<file path="src/hw/acc_pkg.sv">
// Shared constants, state encoding and divider decode for the conversion control block.
package acc_pkg;

  ////////////////////////////////////////////////////////////////////////////////////////////
  localparam int         ADDR_W          = 8;
  localparam int         DATA_W          = 32;
  localparam int         RES_W           = 10;
  localparam int         WORD_W          = 16;

  localparam logic [7:0] OFF_CTRL_FIRST  = 8'h00;
  localparam logic [7:0] OFF_CTRL_SECOND = 8'h04;
  localparam logic [7:0] OFF_RES_HIGH    = 8'h08;
  localparam logic [7:0] OFF_RES_LOW     = 8'h0C;
  localparam logic [7:0] OFF_IRQ_STATUS  = 8'h10;
  localparam logic [7:0] OFF_IRQ_MASK    = 8'h14;

  ////////////////////////////////////////////////////////////////////////////////////////////
  localparam int         CF_EN_BIT       = 0;
  localparam int         CF_GO_BIT       = 2;
  localparam int         CF_CHAN_LSB     = 3;
  localparam int         CF_CLK_LSB      = 6;
  localparam int         CS_PCFG_LSB     = 0;
  localparam int         CS_CLKHI_BIT    = 6;
  localparam int         CS_JUST_BIT     = 7;
  localparam int         IRQ_DONE_BIT    = 0;
  localparam int         IRQ_ABORT_BIT   = 1;

  localparam logic [7:0] CTRL_FIRST_RST  = 8'h00;
  localparam logic [7:0] CTRL_SECOND_RST = 8'h00;
  localparam logic [7:0] RESULT_RST      = 8'h00;
  localparam logic [1:0] IRQ_RST         = 2'h0;

  ////////////////////////////////////////////////////////////////////////////////////////////
  localparam logic [3:0] CMP_MODE_TRIG   = 4'hB;
  localparam logic [3:0] CONV_TADS       = 4'hC;
  localparam logic [3:0] ABORT_TADS      = 4'h2;
  localparam int         CLK_PERIOD_NS   = 40;
  localparam int         RC_TAD_NS       = 4000;
  localparam int         RC_TAD_CYC      = RC_TAD_NS / CLK_PERIOD_NS;

  localparam logic [2:0] TAD_SEL_2       = 3'h0;
  localparam logic [2:0] TAD_SEL_8       = 3'h1;
  localparam logic [2:0] TAD_SEL_32      = 3'h2;
  localparam logic [2:0] TAD_SEL_4       = 3'h4;
  localparam logic [2:0] TAD_SEL_16      = 3'h5;
  localparam logic [2:0] TAD_SEL_64      = 3'h6;

  typedef enum logic [3:0] {
    ST_OFF  = 4'h1,
    ST_ACQ  = 4'h2,
    ST_CONV = 4'h4,
    ST_WAIT = 4'h8
  } acc_state_e;

  // Codes 011 and 111 both pick the internal RC period.
  function automatic logic [7:0] acc_tad_cycles(input logic [2:0] sel,
                                                input logic [7:0] rc_div);
    logic [7:0] n;
    n = rc_div;
    if (sel == TAD_SEL_2)  n = 8'h02;
    if (sel == TAD_SEL_4)  n = 8'h04;
    if (sel == TAD_SEL_8)  n = 8'h08;
    if (sel == TAD_SEL_16) n = 8'h10;
    if (sel == TAD_SEL_32) n = 8'h20;
    if (sel == TAD_SEL_64) n = 8'h40;
    return n;
  endfunction : acc_tad_cycles

endpackage : acc_pkg

</file>
<file path="src/hw/acc_link_if.sv">
// Interface joining the control core to its bit-period divider and result formatter.
`timescale 1ns/1ps
interface acc_link_if;
  logic        run;
  logic        restart;
  logic [2:0]  clk_sel;
  logic        tick;
  logic [9:0]  raw;
  logic        justify;
  logic [15:0] word;

  modport tad_mp  (input run, input restart, input clk_sel, output tick);
  modport fmt_mp  (input raw, input justify, output word);
  modport core_mp (output run, output restart, output clk_sel, output raw, output justify,
                   input tick, input word);
endinterface : acc_link_if

</file>
<file path="src/hw/acc_justify.sv">
// Result formatter: places the 10-bit result left or right in a 16-bit word.
`timescale 1ns/1ps
module acc_justify (
  // Core link
  acc_link_if.fmt_mp lnk
);
  import acc_pkg::*;

  always_comb begin
    if (lnk.justify) begin
      lnk.word = {6'h00, lnk.raw};
    end else begin
      lnk.word = {lnk.raw, 6'h00};
    end
  end

endmodule : acc_justify

</file>
<file path="src/hw/acc_tad_div.sv">
// Bit-period divider: one-cycle tick every selected number of core clock periods.
`timescale 1ns/1ps
module acc_tad_div #(
  parameter logic [7:0] RC_DIV = 8'(acc_pkg::RC_TAD_CYC)
) (
  // Clock and reset
  input wire logic clk,
  input wire logic rst_n,
  // Core link
  acc_link_if.tad_mp lnk
);
  import acc_pkg::*;

  logic [7:0] cnt_q;
  logic [7:0] period;
  logic       tick_q;

  always_comb begin
    period = acc_tad_cycles(lnk.clk_sel, RC_DIV);
  end

  // Restart realigns the phase so a wait is counted from the abort itself.
  always_ff @(posedge clk or negedge rst_n) begin
    if (!rst_n) begin
      cnt_q  <= 8'h00;
      tick_q <= 1'b0;
    end else if (!lnk.run || lnk.restart) begin
      cnt_q  <= 8'h00;
      tick_q <= 1'b0;
    end else begin
      tick_q <= (cnt_q == period - 8'h01);
      cnt_q  <= (cnt_q == period - 8'h01) ? 8'h00 : cnt_q + 8'h01;
    end
  end

  assign lnk.tick = tick_q;

endmodule : acc_tad_div

</file>
<file path="src/hw/acc_top.sv">
// Conversion control core with Wishbone register slave and completion interrupt.
//
// Added by the designer: the address map and the Wishbone slave port.
`timescale 1ns/1ps

// Functional notes
// - Clearing start/done during a conversion aborts it at once, unless a trigger comes in the same cycle.
// - An aborted conversion leaves both result registers unchanged unless the abort lands in the cycle that completes it.
// - After an abort wait two bit periods, then acquire again by itself.
// - A finished conversion loads its 10-bit result into the 16-bit pair.
// - The justify bit chooses left or right placement of the result.
// - Unused six bits of the pair are loaded with zeros.
// - While disabled the result registers are plain readable writable bytes.
// - Trigger with mode 1011 and enable set, while acquiring, sets start/done and converts.
// - Every matching trigger clears the associated timer counter.
// - With enable clear a trigger starts nothing but still clears the timer.
// - Unimplemented control bits read zero and ignore writes.
// - A conversion lasts twelve bit periods plus one clock cycle until the result loads.
// - Clock select picks 2 to 64 oscillator periods or internal RC.
module acc_top #(
  parameter logic [7:0] RC_DIV = 8'(acc_pkg::RC_TAD_CYC)
) (
  // Clock and reset
  input  wire logic                        SYS_CLK,
  input  wire logic                        RST_N,
  // Wishbone slave
  input  wire logic                        WB_CYC_I,
  input  wire logic                        WB_STB_I,
  input  wire logic                        WB_WE_I,
  input  wire logic [acc_pkg::ADDR_W-1:0]  WB_ADR_I,
  input  wire logic [3:0]                  WB_SEL_I,
  input  wire logic [acc_pkg::DATA_W-1:0]  WB_DAT_I,
  output logic      [acc_pkg::DATA_W-1:0]  WB_DAT_O,
  output logic                             WB_ACK_O,
  // Compare unit
  input  wire logic [3:0]                  COMPARE_MODE,
  input  wire logic                        SPECIAL_EVENT,
  output logic                             TIMER_CLEAR,
  // Analog converter
  input  wire logic [acc_pkg::RES_W-1:0]   ADC_RESULT,
  output logic                             ACQ_ON,
  output logic                             CONV_ON,
  output logic [2:0]                       CHANNEL_SEL,
  output logic [3:0]                       PORT_CONFIG,
  // Interrupt
  output logic                             IRQ
);
  import acc_pkg::*;

  ////////////////////////////////////////////////////////////////////////////////////////////
  acc_state_e  state_q;
  logic        ack_q;
  logic [31:0] rdata_q;
  logic        en_q;
  logic        go_q;
  logic [2:0]  chan_q;
  logic [1:0]  clk_lo_q;
  logic        clk_hi_q;
  logic        just_q;
  logic [3:0]  pcfg_q;
  logic [7:0]  res_hi_q;
  logic [7:0]  res_lo_q;
  logic [1:0]  stat_q;
  logic [1:0]  mask_q;
  logic [1:0]  stat_d;
  logic        irq_q;
  logic        tmr_clr_q;
  logic [3:0]  bit_cnt_q;
  logic        acq_q;
  logic        conv_q;

  logic        wr_hit;
  logic        wr_ctl0;
  logic        wr_ctl1;
  logic        wr_hi;
  logic        wr_lo;
  logic        wr_stat;
  logic        wr_mask;
  logic [7:0]  wd;
  logic        trig;
  logic        start_sw;
  logic        start_hw;
  logic        start;
  logic        abort_sw;
  logic        done;
  logic        wait_done;
  logic [7:0]  rmux;

  acc_link_if lnk ();

  acc_tad_div #(
    .RC_DIV (RC_DIV)
  ) u_div (
    .clk   (SYS_CLK),
    .rst_n (RST_N),
    .lnk   (lnk)
  );

  acc_justify u_fmt (
    .lnk (lnk)
  );

  ////////////////////////////////////////////////////////////////////////////////////////////
  // Bus decode. A write lands on the edge at which the master sees ack.
  always_comb begin
    wd       = WB_DAT_I[7:0];
    wr_hit   = WB_CYC_I && WB_STB_I && ack_q && WB_WE_I && WB_SEL_I[0];
    wr_ctl0  = wr_hit && (WB_ADR_I == OFF_CTRL_FIRST);
    wr_ctl1  = wr_hit && (WB_ADR_I == OFF_CTRL_SECOND);
    wr_hi    = wr_hit && (WB_ADR_I == OFF_RES_HIGH);
    wr_lo    = wr_hit && (WB_ADR_I == OFF_RES_LOW);
    wr_stat  = wr_hit && (WB_ADR_I == OFF_IRQ_STATUS);
    wr_mask  = wr_hit && (WB_ADR_I == OFF_IRQ_MASK);
  end

  ////////////////////////////////////////////////////////////////////////////////////////////
  // Start, abort and completion decisions.
  always_comb begin
    trig      = SPECIAL_EVENT && (COMPARE_MODE == CMP_MODE_TRIG);
    // Enable must already be on before the write; this keeps a start out of the
    // write that powers the converter up, where no acquisition has happened.
    start_sw  = wr_ctl0 && wd[CF_GO_BIT] && wd[CF_EN_BIT] && en_q &&
                (state_q == ST_ACQ);
    start_hw  = trig && en_q && (state_q == ST_ACQ);
    start     = start_sw || start_hw;
    // A trigger in the same cycle as the clearing write keeps the bit set.
    abort_sw  = (state_q == ST_CONV) && wr_ctl0 && !wd[CF_GO_BIT] && !trig;
    done      = (state_q == ST_CONV) && lnk.tick && (bit_cnt_q == CONV_TADS - 4'h1);
    wait_done = (state_q == ST_WAIT) && lnk.tick && (bit_cnt_q == ABORT_TADS - 4'h1);
  end

  always_comb begin
    lnk.run     = (state_q == ST_CONV) || (state_q == ST_WAIT);
    lnk.restart = start || abort_sw;
    lnk.clk_sel = {clk_hi_q, clk_lo_q};
    lnk.raw     = ADC_RESULT;
    lnk.justify = just_q;
  end

  ////////////////////////////////////////////////////////////////////////////////////////////
  // Conversion sequencer.
  always_ff @(posedge SYS_CLK or negedge RST_N) begin
    if (!RST_N) begin
      state_q <= ST_OFF;
    end else begin
      unique case (state_q)
        ST_OFF: begin
          if (en_q) state_q <= ST_ACQ;
        end
        ST_ACQ: begin
          if (!en_q) state_q <= ST_OFF;
          else if (start) state_q <= ST_CONV;
        end
        ST_CONV: begin
          if (!en_q) state_q <= ST_OFF;
          else if (abort_sw) state_q <= ST_WAIT;
          else if (done) state_q <= ST_ACQ;
        end
        ST_WAIT: begin
          if (!en_q) state_q <= ST_OFF;
          else if (wait_done) state_q <= ST_ACQ;
        end
      endcase
    end
  end

  // Counts bit periods inside a conversion or an abort wait.
  always_ff @(posedge SYS_CLK or negedge RST_N) begin
    if (!RST_N) begin
      bit_cnt_q <= 4'h0;
    end else if (!lnk.run || lnk.restart) begin
      bit_cnt_q <= 4'h0;
    end else if (lnk.tick) begin
      bit_cnt_q <= bit_cnt_q + 4'h1;
    end
  end

  // Outputs to the analog side follow the sequencer one cycle later.
  always_ff @(posedge SYS_CLK or negedge RST_N) begin
    if (!RST_N) begin
      acq_q  <= 1'b0;
      conv_q <= 1'b0;
    end else begin
      acq_q  <= (state_q == ST_ACQ);
      conv_q <= (state_q == ST_CONV);
    end
  end

  ////////////////////////////////////////////////////////////////////////////////////////////
  // Start/done bit: hardware set wins over a clearing write.
  always_ff @(posedge SYS_CLK or negedge RST_N) begin
    if (!RST_N) begin
      go_q <= 1'b0;
    end else if (start) begin
      go_q <= 1'b1;
    end else if (done || !en_q) begin
      go_q <= 1'b0;
    end else if (wr_ctl0 && !wd[CF_GO_BIT] && !trig) begin
      go_q <= 1'b0;
    end
  end

  // Control fields. Bit 1 of the first and bits 5:4 of the second are not stored.
  always_ff @(posedge SYS_CLK or negedge RST_N) begin
    if (!RST_N) begin
      en_q     <= CTRL_FIRST_RST[CF_EN_BIT];
      chan_q   <= CTRL_FIRST_RST[CF_CHAN_LSB +: 3];
      clk_lo_q <= CTRL_FIRST_RST[CF_CLK_LSB +: 2];
    end else if (wr_ctl0) begin
      en_q     <= wd[CF_EN_BIT];
      chan_q   <= wd[CF_CHAN_LSB +: 3];
      clk_lo_q <= wd[CF_CLK_LSB +: 2];
    end
  end

  always_ff @(posedge SYS_CLK or negedge RST_N) begin
    if (!RST_N) begin
      pcfg_q   <= CTRL_SECOND_RST[CS_PCFG_LSB +: 4];
      clk_hi_q <= CTRL_SECOND_RST[CS_CLKHI_BIT];
      just_q   <= CTRL_SECOND_RST[CS_JUST_BIT];
    end else if (wr_ctl1) begin
      pcfg_q   <= wd[CS_PCFG_LSB +: 4];
      clk_hi_q <= wd[CS_CLKHI_BIT];
      just_q   <= wd[CS_JUST_BIT];
    end
  end

  ////////////////////////////////////////////////////////////////////////////////////////////
  // Result pair: a completed conversion overrides a software write in the same cycle.
  always_ff @(posedge SYS_CLK or negedge RST_N) begin
    if (!RST_N) begin
      res_hi_q <= RESULT_RST;
      res_lo_q <= RESULT_RST;
    end else if (done) begin
      res_hi_q <= lnk.word[15:8];
      res_lo_q <= lnk.word[7:0];
    end else begin
      if (wr_hi) res_hi_q <= wd;
      if (wr_lo) res_lo_q <= wd;
    end
  end

  ////////////////////////////////////////////////////////////////////////////////////////////
  // Sticky events, write one to clear; a new event in the clearing cycle survives.
  always_comb begin
    stat_d = stat_q;
    if (wr_stat) stat_d = stat_q & ~wd[1:0];
    if (done) stat_d[IRQ_DONE_BIT] = 1'b1;
    if (abort_sw) stat_d[IRQ_ABORT_BIT] = 1'b1;
  end

  always_ff @(posedge SYS_CLK or negedge RST_N) begin
    if (!RST_N) begin
      stat_q <= IRQ_RST;
    end else begin
      stat_q <= stat_d;
    end
  end

  always_ff @(posedge SYS_CLK or negedge RST_N) begin
    if (!RST_N) begin
      mask_q <= IRQ_RST;
    end else if (wr_mask) begin
      mask_q <= wd[1:0];
    end
  end

  always_ff @(posedge SYS_CLK or negedge RST_N) begin
    if (!RST_N) begin
      irq_q <= 1'b0;
    end else begin
      irq_q <= |(stat_q & mask_q);
    end
  end

  ////////////////////////////////////////////////////////////////////////////////////////////
  // Timer clear goes out for every matching trigger, enabled or not.
  always_ff @(posedge SYS_CLK or negedge RST_N) begin
    if (!RST_N) begin
      tmr_clr_q <= 1'b0;
    end else begin
      tmr_clr_q <= trig;
    end
  end

  ////////////////////////////////////////////////////////////////////////////////////////////
  // Read mux; unmapped addresses answer with zero.
  always_comb begin
    unique case (WB_ADR_I)
      OFF_CTRL_FIRST:  rmux = {clk_lo_q, chan_q, go_q, 1'b0, en_q};
      OFF_CTRL_SECOND: rmux = {just_q, clk_hi_q, 2'h0, pcfg_q};
      OFF_RES_HIGH:    rmux = res_hi_q;
      OFF_RES_LOW:     rmux = res_lo_q;
      OFF_IRQ_STATUS:  rmux = {6'h00, stat_q};
      OFF_IRQ_MASK:    rmux = {6'h00, mask_q};
      default:         rmux = 8'h00;
    endcase
  end

  // One wait state: ack and read data come one cycle after the request is seen.
  always_ff @(posedge SYS_CLK or negedge RST_N) begin
    if (!RST_N) begin
      ack_q   <= 1'b0;
      rdata_q <= 32'h0000_0000;
    end else begin
      ack_q <= WB_CYC_I && WB_STB_I && !ack_q;
      if (WB_CYC_I && WB_STB_I && !ack_q) begin
        rdata_q <= {24'h00_0000, rmux};
      end
    end
  end

  ////////////////////////////////////////////////////////////////////////////////////////////
  assign WB_DAT_O    = rdata_q;
  assign WB_ACK_O    = ack_q;
  assign TIMER_CLEAR = tmr_clr_q;
  assign ACQ_ON      = acq_q;
  assign CONV_ON     = conv_q;
  assign CHANNEL_SEL = chan_q;
  assign PORT_CONFIG = pcfg_q;
  assign IRQ         = irq_q;

endmodule : acc_top

</file>
<file path="config.mk">
export PLATFORM = sky130hd
export DESIGN_NAME = acc_top
export DESIGN_NICKNAME = d
export VERILOG_FILES = /design/src/hw/acc_pkg.sv /design/src/hw/acc_link_if.sv /design/src/hw/acc_justify.sv /design/src/hw/acc_tad_div.sv /design/src/hw/acc_top.sv
export SDC_FILE = /design/constraint.sdc
export NUM_CORES = 1
export LEC_CHECK = 0
export ABC_AREA = 0
export BUFFER_PORTS_ARGS = -buffer_cell sky130_fd_sc_hd__clkbuf_2
export CAP_MARGIN = 20
export CORE_MARGIN = 3
export CORE_UTILIZATION = 57
export CTS_BUF_LIST = sky130_fd_sc_hd__clkbuf_16
export DETAILED_ROUTE_END_ITERATION = 10
export PLACE_DENSITY = 0.85
export SYNTH_ARGS = -nofsm -noshare
export SYNTH_HDL_FRONTEND = slang
export SYNTH_HIERARCHICAL = 1
export SYNTH_SLANG_ARGS = --single-unit
</file>
<file path="constraint.sdc">
create_clock -name SYS_CLK -period 4.1 [get_ports SYS_CLK]
set_input_delay 0.82 -clock SYS_CLK [delete_from_list [all_inputs] [get_ports SYS_CLK]]
set_output_delay 0.82 -clock SYS_CLK [all_outputs]
set_load 0.005 [all_outputs]
</file>
==> flow_metrics.py <==
metrics = {
    "placed_design": {
        "dp_hpwl_um": 6040,
        "placed_cells": 483,
        "port_buffers": 56,
        "gp_congestion": 0.834,
    },
    "pwr": {
        "p_leak_uw": 0.00224,
        "finalPower_uw": 1690,
        "peakVddDrop_uv": 207,
        "p_per_area_nw_per_um2": 386,
    },
    "clocking": {
        "clock-sinks": 63,
        "clock_path_buffers": 2,
        "clock_latency_ns": 0.33,
        "numCtsBuffers": 9,
        "cts_tree": "yes",
        "h-tree-depth": 3,
        "ctsHoldBuffers": 0,
        "post_cts_buffers": 0,
        "root_buffer": "clkbuf_16",
        "ctsResizeCount": 0,
        "cts.clk_slew.worst_paths_ns": 0.06,
    },
    "detailed_routing": {
        "wl_per_cell_um": 16.8,
        "drcViolationCount": 0,
        "antenna_left": 0,
        "drtPass1Iterations": 5,
        "drt_iter0_markers": 164,
        "vias_per_cell": 5.88,
        "wl_um": 8380,
        "vias": 2936,
    },
    "setup_path": {
        "worstSetupEndpointType": "register",
        "cp_max_fo": 20,
        "rr_worst_depth": 3,
        "required_ns": 4.26,
        "endpoint": "u_div/cnt_q[3]",
        "criticalPathCategory": "input pin to register",
        "rr_startpoint": "state_q[1]",
        "regToRegEndpoint": "go_q",
        "worstPathArrival_ns": 3.08,
        "crit_start": "WB_ADR_I[3]",
        "crit_path_start_kind": "input pin",
        "reg2reg_slack_ns": 1.60,
    },
    "floorplan": {
        "dieHeight_um": 88.0,
        "core_area_sq_um": 6420,
        "io_pins": 108,
        "start_util": 0.596,
        "die_x_um": 88.0,
        "die_area_sq_um": 7740,
        "row_count": 29,
    },
    "yosys": {
        "synth_ff_type": "dfrtp_1",
        "netlist.area_leader.share": 0.405,
        "synthTopCellsByArea": "dfrtp_1, mux2i_1, mux2_2",
        "synth-seq-cells": 63,
        "async_flop_share": 1.00,
        "syn_area_sq_um": 3830,
        "avgSynthCellArea_sq_um": 10.5,
        "ys_warn_count": 6,
        "synth.distinct_cells": 55,
        "synth_top_area_cell": "dfrtp_1",
        "seq_area_frac_synth": 0.412,
        "syn_inst": 364,
        "synth_edf_count": 0,
    },
    "finish": {
        "final_layout_size_suffix_gt1_frac": 0.270,
        "final_core_util": 0.683,
        "insertedDiodeCount": 0,
        "layout.cells.non_filler": 499,
        "nNetsFinal": 490,
        "area_delta_synth_final_pct": 14.6,
        "multi_input_area_sq_um": 2040,
        "num-fill-cells": 463,
        "seqCellArea_sq_um": 1580,
    },
    "global_route": {
        "grt_pass1_vias": 2901,
        "antenna_found_initial": 0,
        "grt_pass1_wl_um": 14100,
        "track_usage": 0.237,
        "grt_max_degree": 35,
        "grt_overflow": 0,
    },
    "sta": {
        "finalSetupViolations": 0,
        "fin_hold_ws_ns": 0.497,
        "slew_viol_final": 0,
        "finalCritPeriodShare": 0.713,
        "tns_ns": 0,
        "relSlewSlack": 0.282,
        "fin_crit_ns": 2.92,
        "worst_pin_slew_ns": 1.08,
        "hold_viol": 0,
        "fmax_mhz": 342,
        "clock_skew_ns": 0.00463,
        "rsz0062_at_grt": "no",
    },
    "flow_run": {
        "drv_cap": 0,
    },
    "run_status": {
        "status": "finished clean",
    },
    "worst_hold_path": {
        "hold_path.class": "register to register",
    },
}
[cells by family after synthesis]
group | after synthesis | synth area share
compound gates | 62 | 0.110
xor+xnor | 15 | 0.0343
fa+ha+maj | 9 | 0.0294
buf+inv | 47 | 0.0771
flops | 63 | 0.412
mux | 49 | 0.143
other cells | 1 | 0.000979
simple gates | 118 | 0.193
[Yosys cell counts (2+ instances only)]
| cell | number |
|---|---|
| dfrtp_1 | 62 |
| mux2i_1 | 27 |
| buf_4 | 24 |
| nor2_1 | 23 |
| a21oi_1 | 22 |
| nand2_1 | 19 |
| mux2_2 | 17 |
| nor2b_1 | 10 |
| a211oi_1 | 9 |
| ha_1 | 9 |
| nor3_1 | 9 |
| xnor2_1 | 9 |
| and2_1 | 8 |
| inv_1 | 8 |
| nand3_1 | 8 |
| and3_1 | 7 |
| clkbuf_1 | 7 |
| o21ai_0 | 7 |
| nand4_1 | 6 |
| xor2_1 | 6 |
| buf_2 | 5 |
| nor4b_1 | 5 |
| a22o_1 | 4 |
| mux2_4 | 4 |
| a22oi_1 | 3 |
| buf_6 | 3 |
| o22ai_1 | 3 |
| o311ai_0 | 3 |
| or4_4 | 3 |
| a21o_2 | 2 |
| and2b_2 | 2 |
| nand2b_1 | 2 |
| nor3b_1 | 2 |
| nor4_1 | 2 |
| nor4_4 | 2 |
| nor4b_4 | 2 |
| or2_1 | 2 |
[sequential cells by signal (all words and copies together), names as in the netlist, 2 cells and up]
name	cells
u_div/cnt_q	8
clk_lo_q	2
CHANNEL_SEL	3
res_hi_q	8
bit_cnt_q	4
res_lo_q	8
state_q	4
PORT_CONFIG	4
stat_q	2
WB_DAT_O	8
mask_q	2
[layer usage]
| metal | global-route usage | part of all wire | vias to the layer above |
|---|---|---|---|
| met5 | 0 | 0 | - |
| met4 | 0.0823 | 0.019 | 0 |
| met3 | 0.0649 | 0.065 | 20 |
| met2 | 0.395 | 0.51 | 102 |
| met1 | 0.297 | 0.40 | 1442 |
| li1 | - | - | 1372 |
[final cells by class]
class                   instances  area share
clock inverters                 7      0.0274
clock buffers                   9      0.0513
flip-flops and latches         63       0.360
well taps                      77      0.0220
multi-input cells             277       0.465
inverters                       8     0.00685
repair buffers                 58      0.0673
[worst min path at each step]
stage	endpoint	cells past startpoint	slack [ns]	startpoint
2_1_floorplan	IRQ	1	0.47	mask_q[0]
4_1_cts	WB_DAT_O[1]	2	0.49	WB_DAT_O[1]
6_report	WB_DAT_O[1]	2	0.50	WB_DAT_O[1]
5_1_grt	WB_DAT_O[1]	2	0.52	WB_DAT_O[1]
3_3_place_gp	WB_DAT_O[1]	2	0.47	WB_DAT_O[1]
3_5_place_dp	WB_DAT_O[1]	2	0.48	WB_DAT_O[1]
[worst max-delay path: stages]
cell and delay, ns:
clkbuf_2 0.29, or4_4 0.65, nor4_4 0.21, buf_4 0.23, and3_1 0.36, or2_1 0.17, nand2b_1 0.26, a211oi_1 0.10
[report_power, final]
group          internal [uW]  leakage, uW  total [uW]  switching [uW]
clock                    595     0.000168         879             284
combinational           60.6      0.00123         140            79.6
sequential               648     0.000844         672            24.6
[stage by stage]
step | setup slack [ns] | area [sq um]
after floorplan | 1.37 | 3920
after global placement | 0.902 | 4040
after detailed placement | 0.878 | 4040
after CTS | 1.20 | 4390
after global routing | 1.01 | 4390
final | 1.18 | 4390
[cells in the final DEF (no fill, tap or decap), types with 8 or more instances in the layout]
cell and count:
nor2b_1 10, clkbuf_16 9, mux2i_1 27, conb_1 24, dfrtp_1 62, a21oi_1 22, mux2_2 17, nand3_1 8
and2_1 8, ha_1 9, clkbuf_2 56, a211oi_1 9, inv_1 8, xnor2_1 9, nand2_1 19, nor2_1 23
nor3_1 9
No activity file was read; power rests on OpenSTA's default activity.
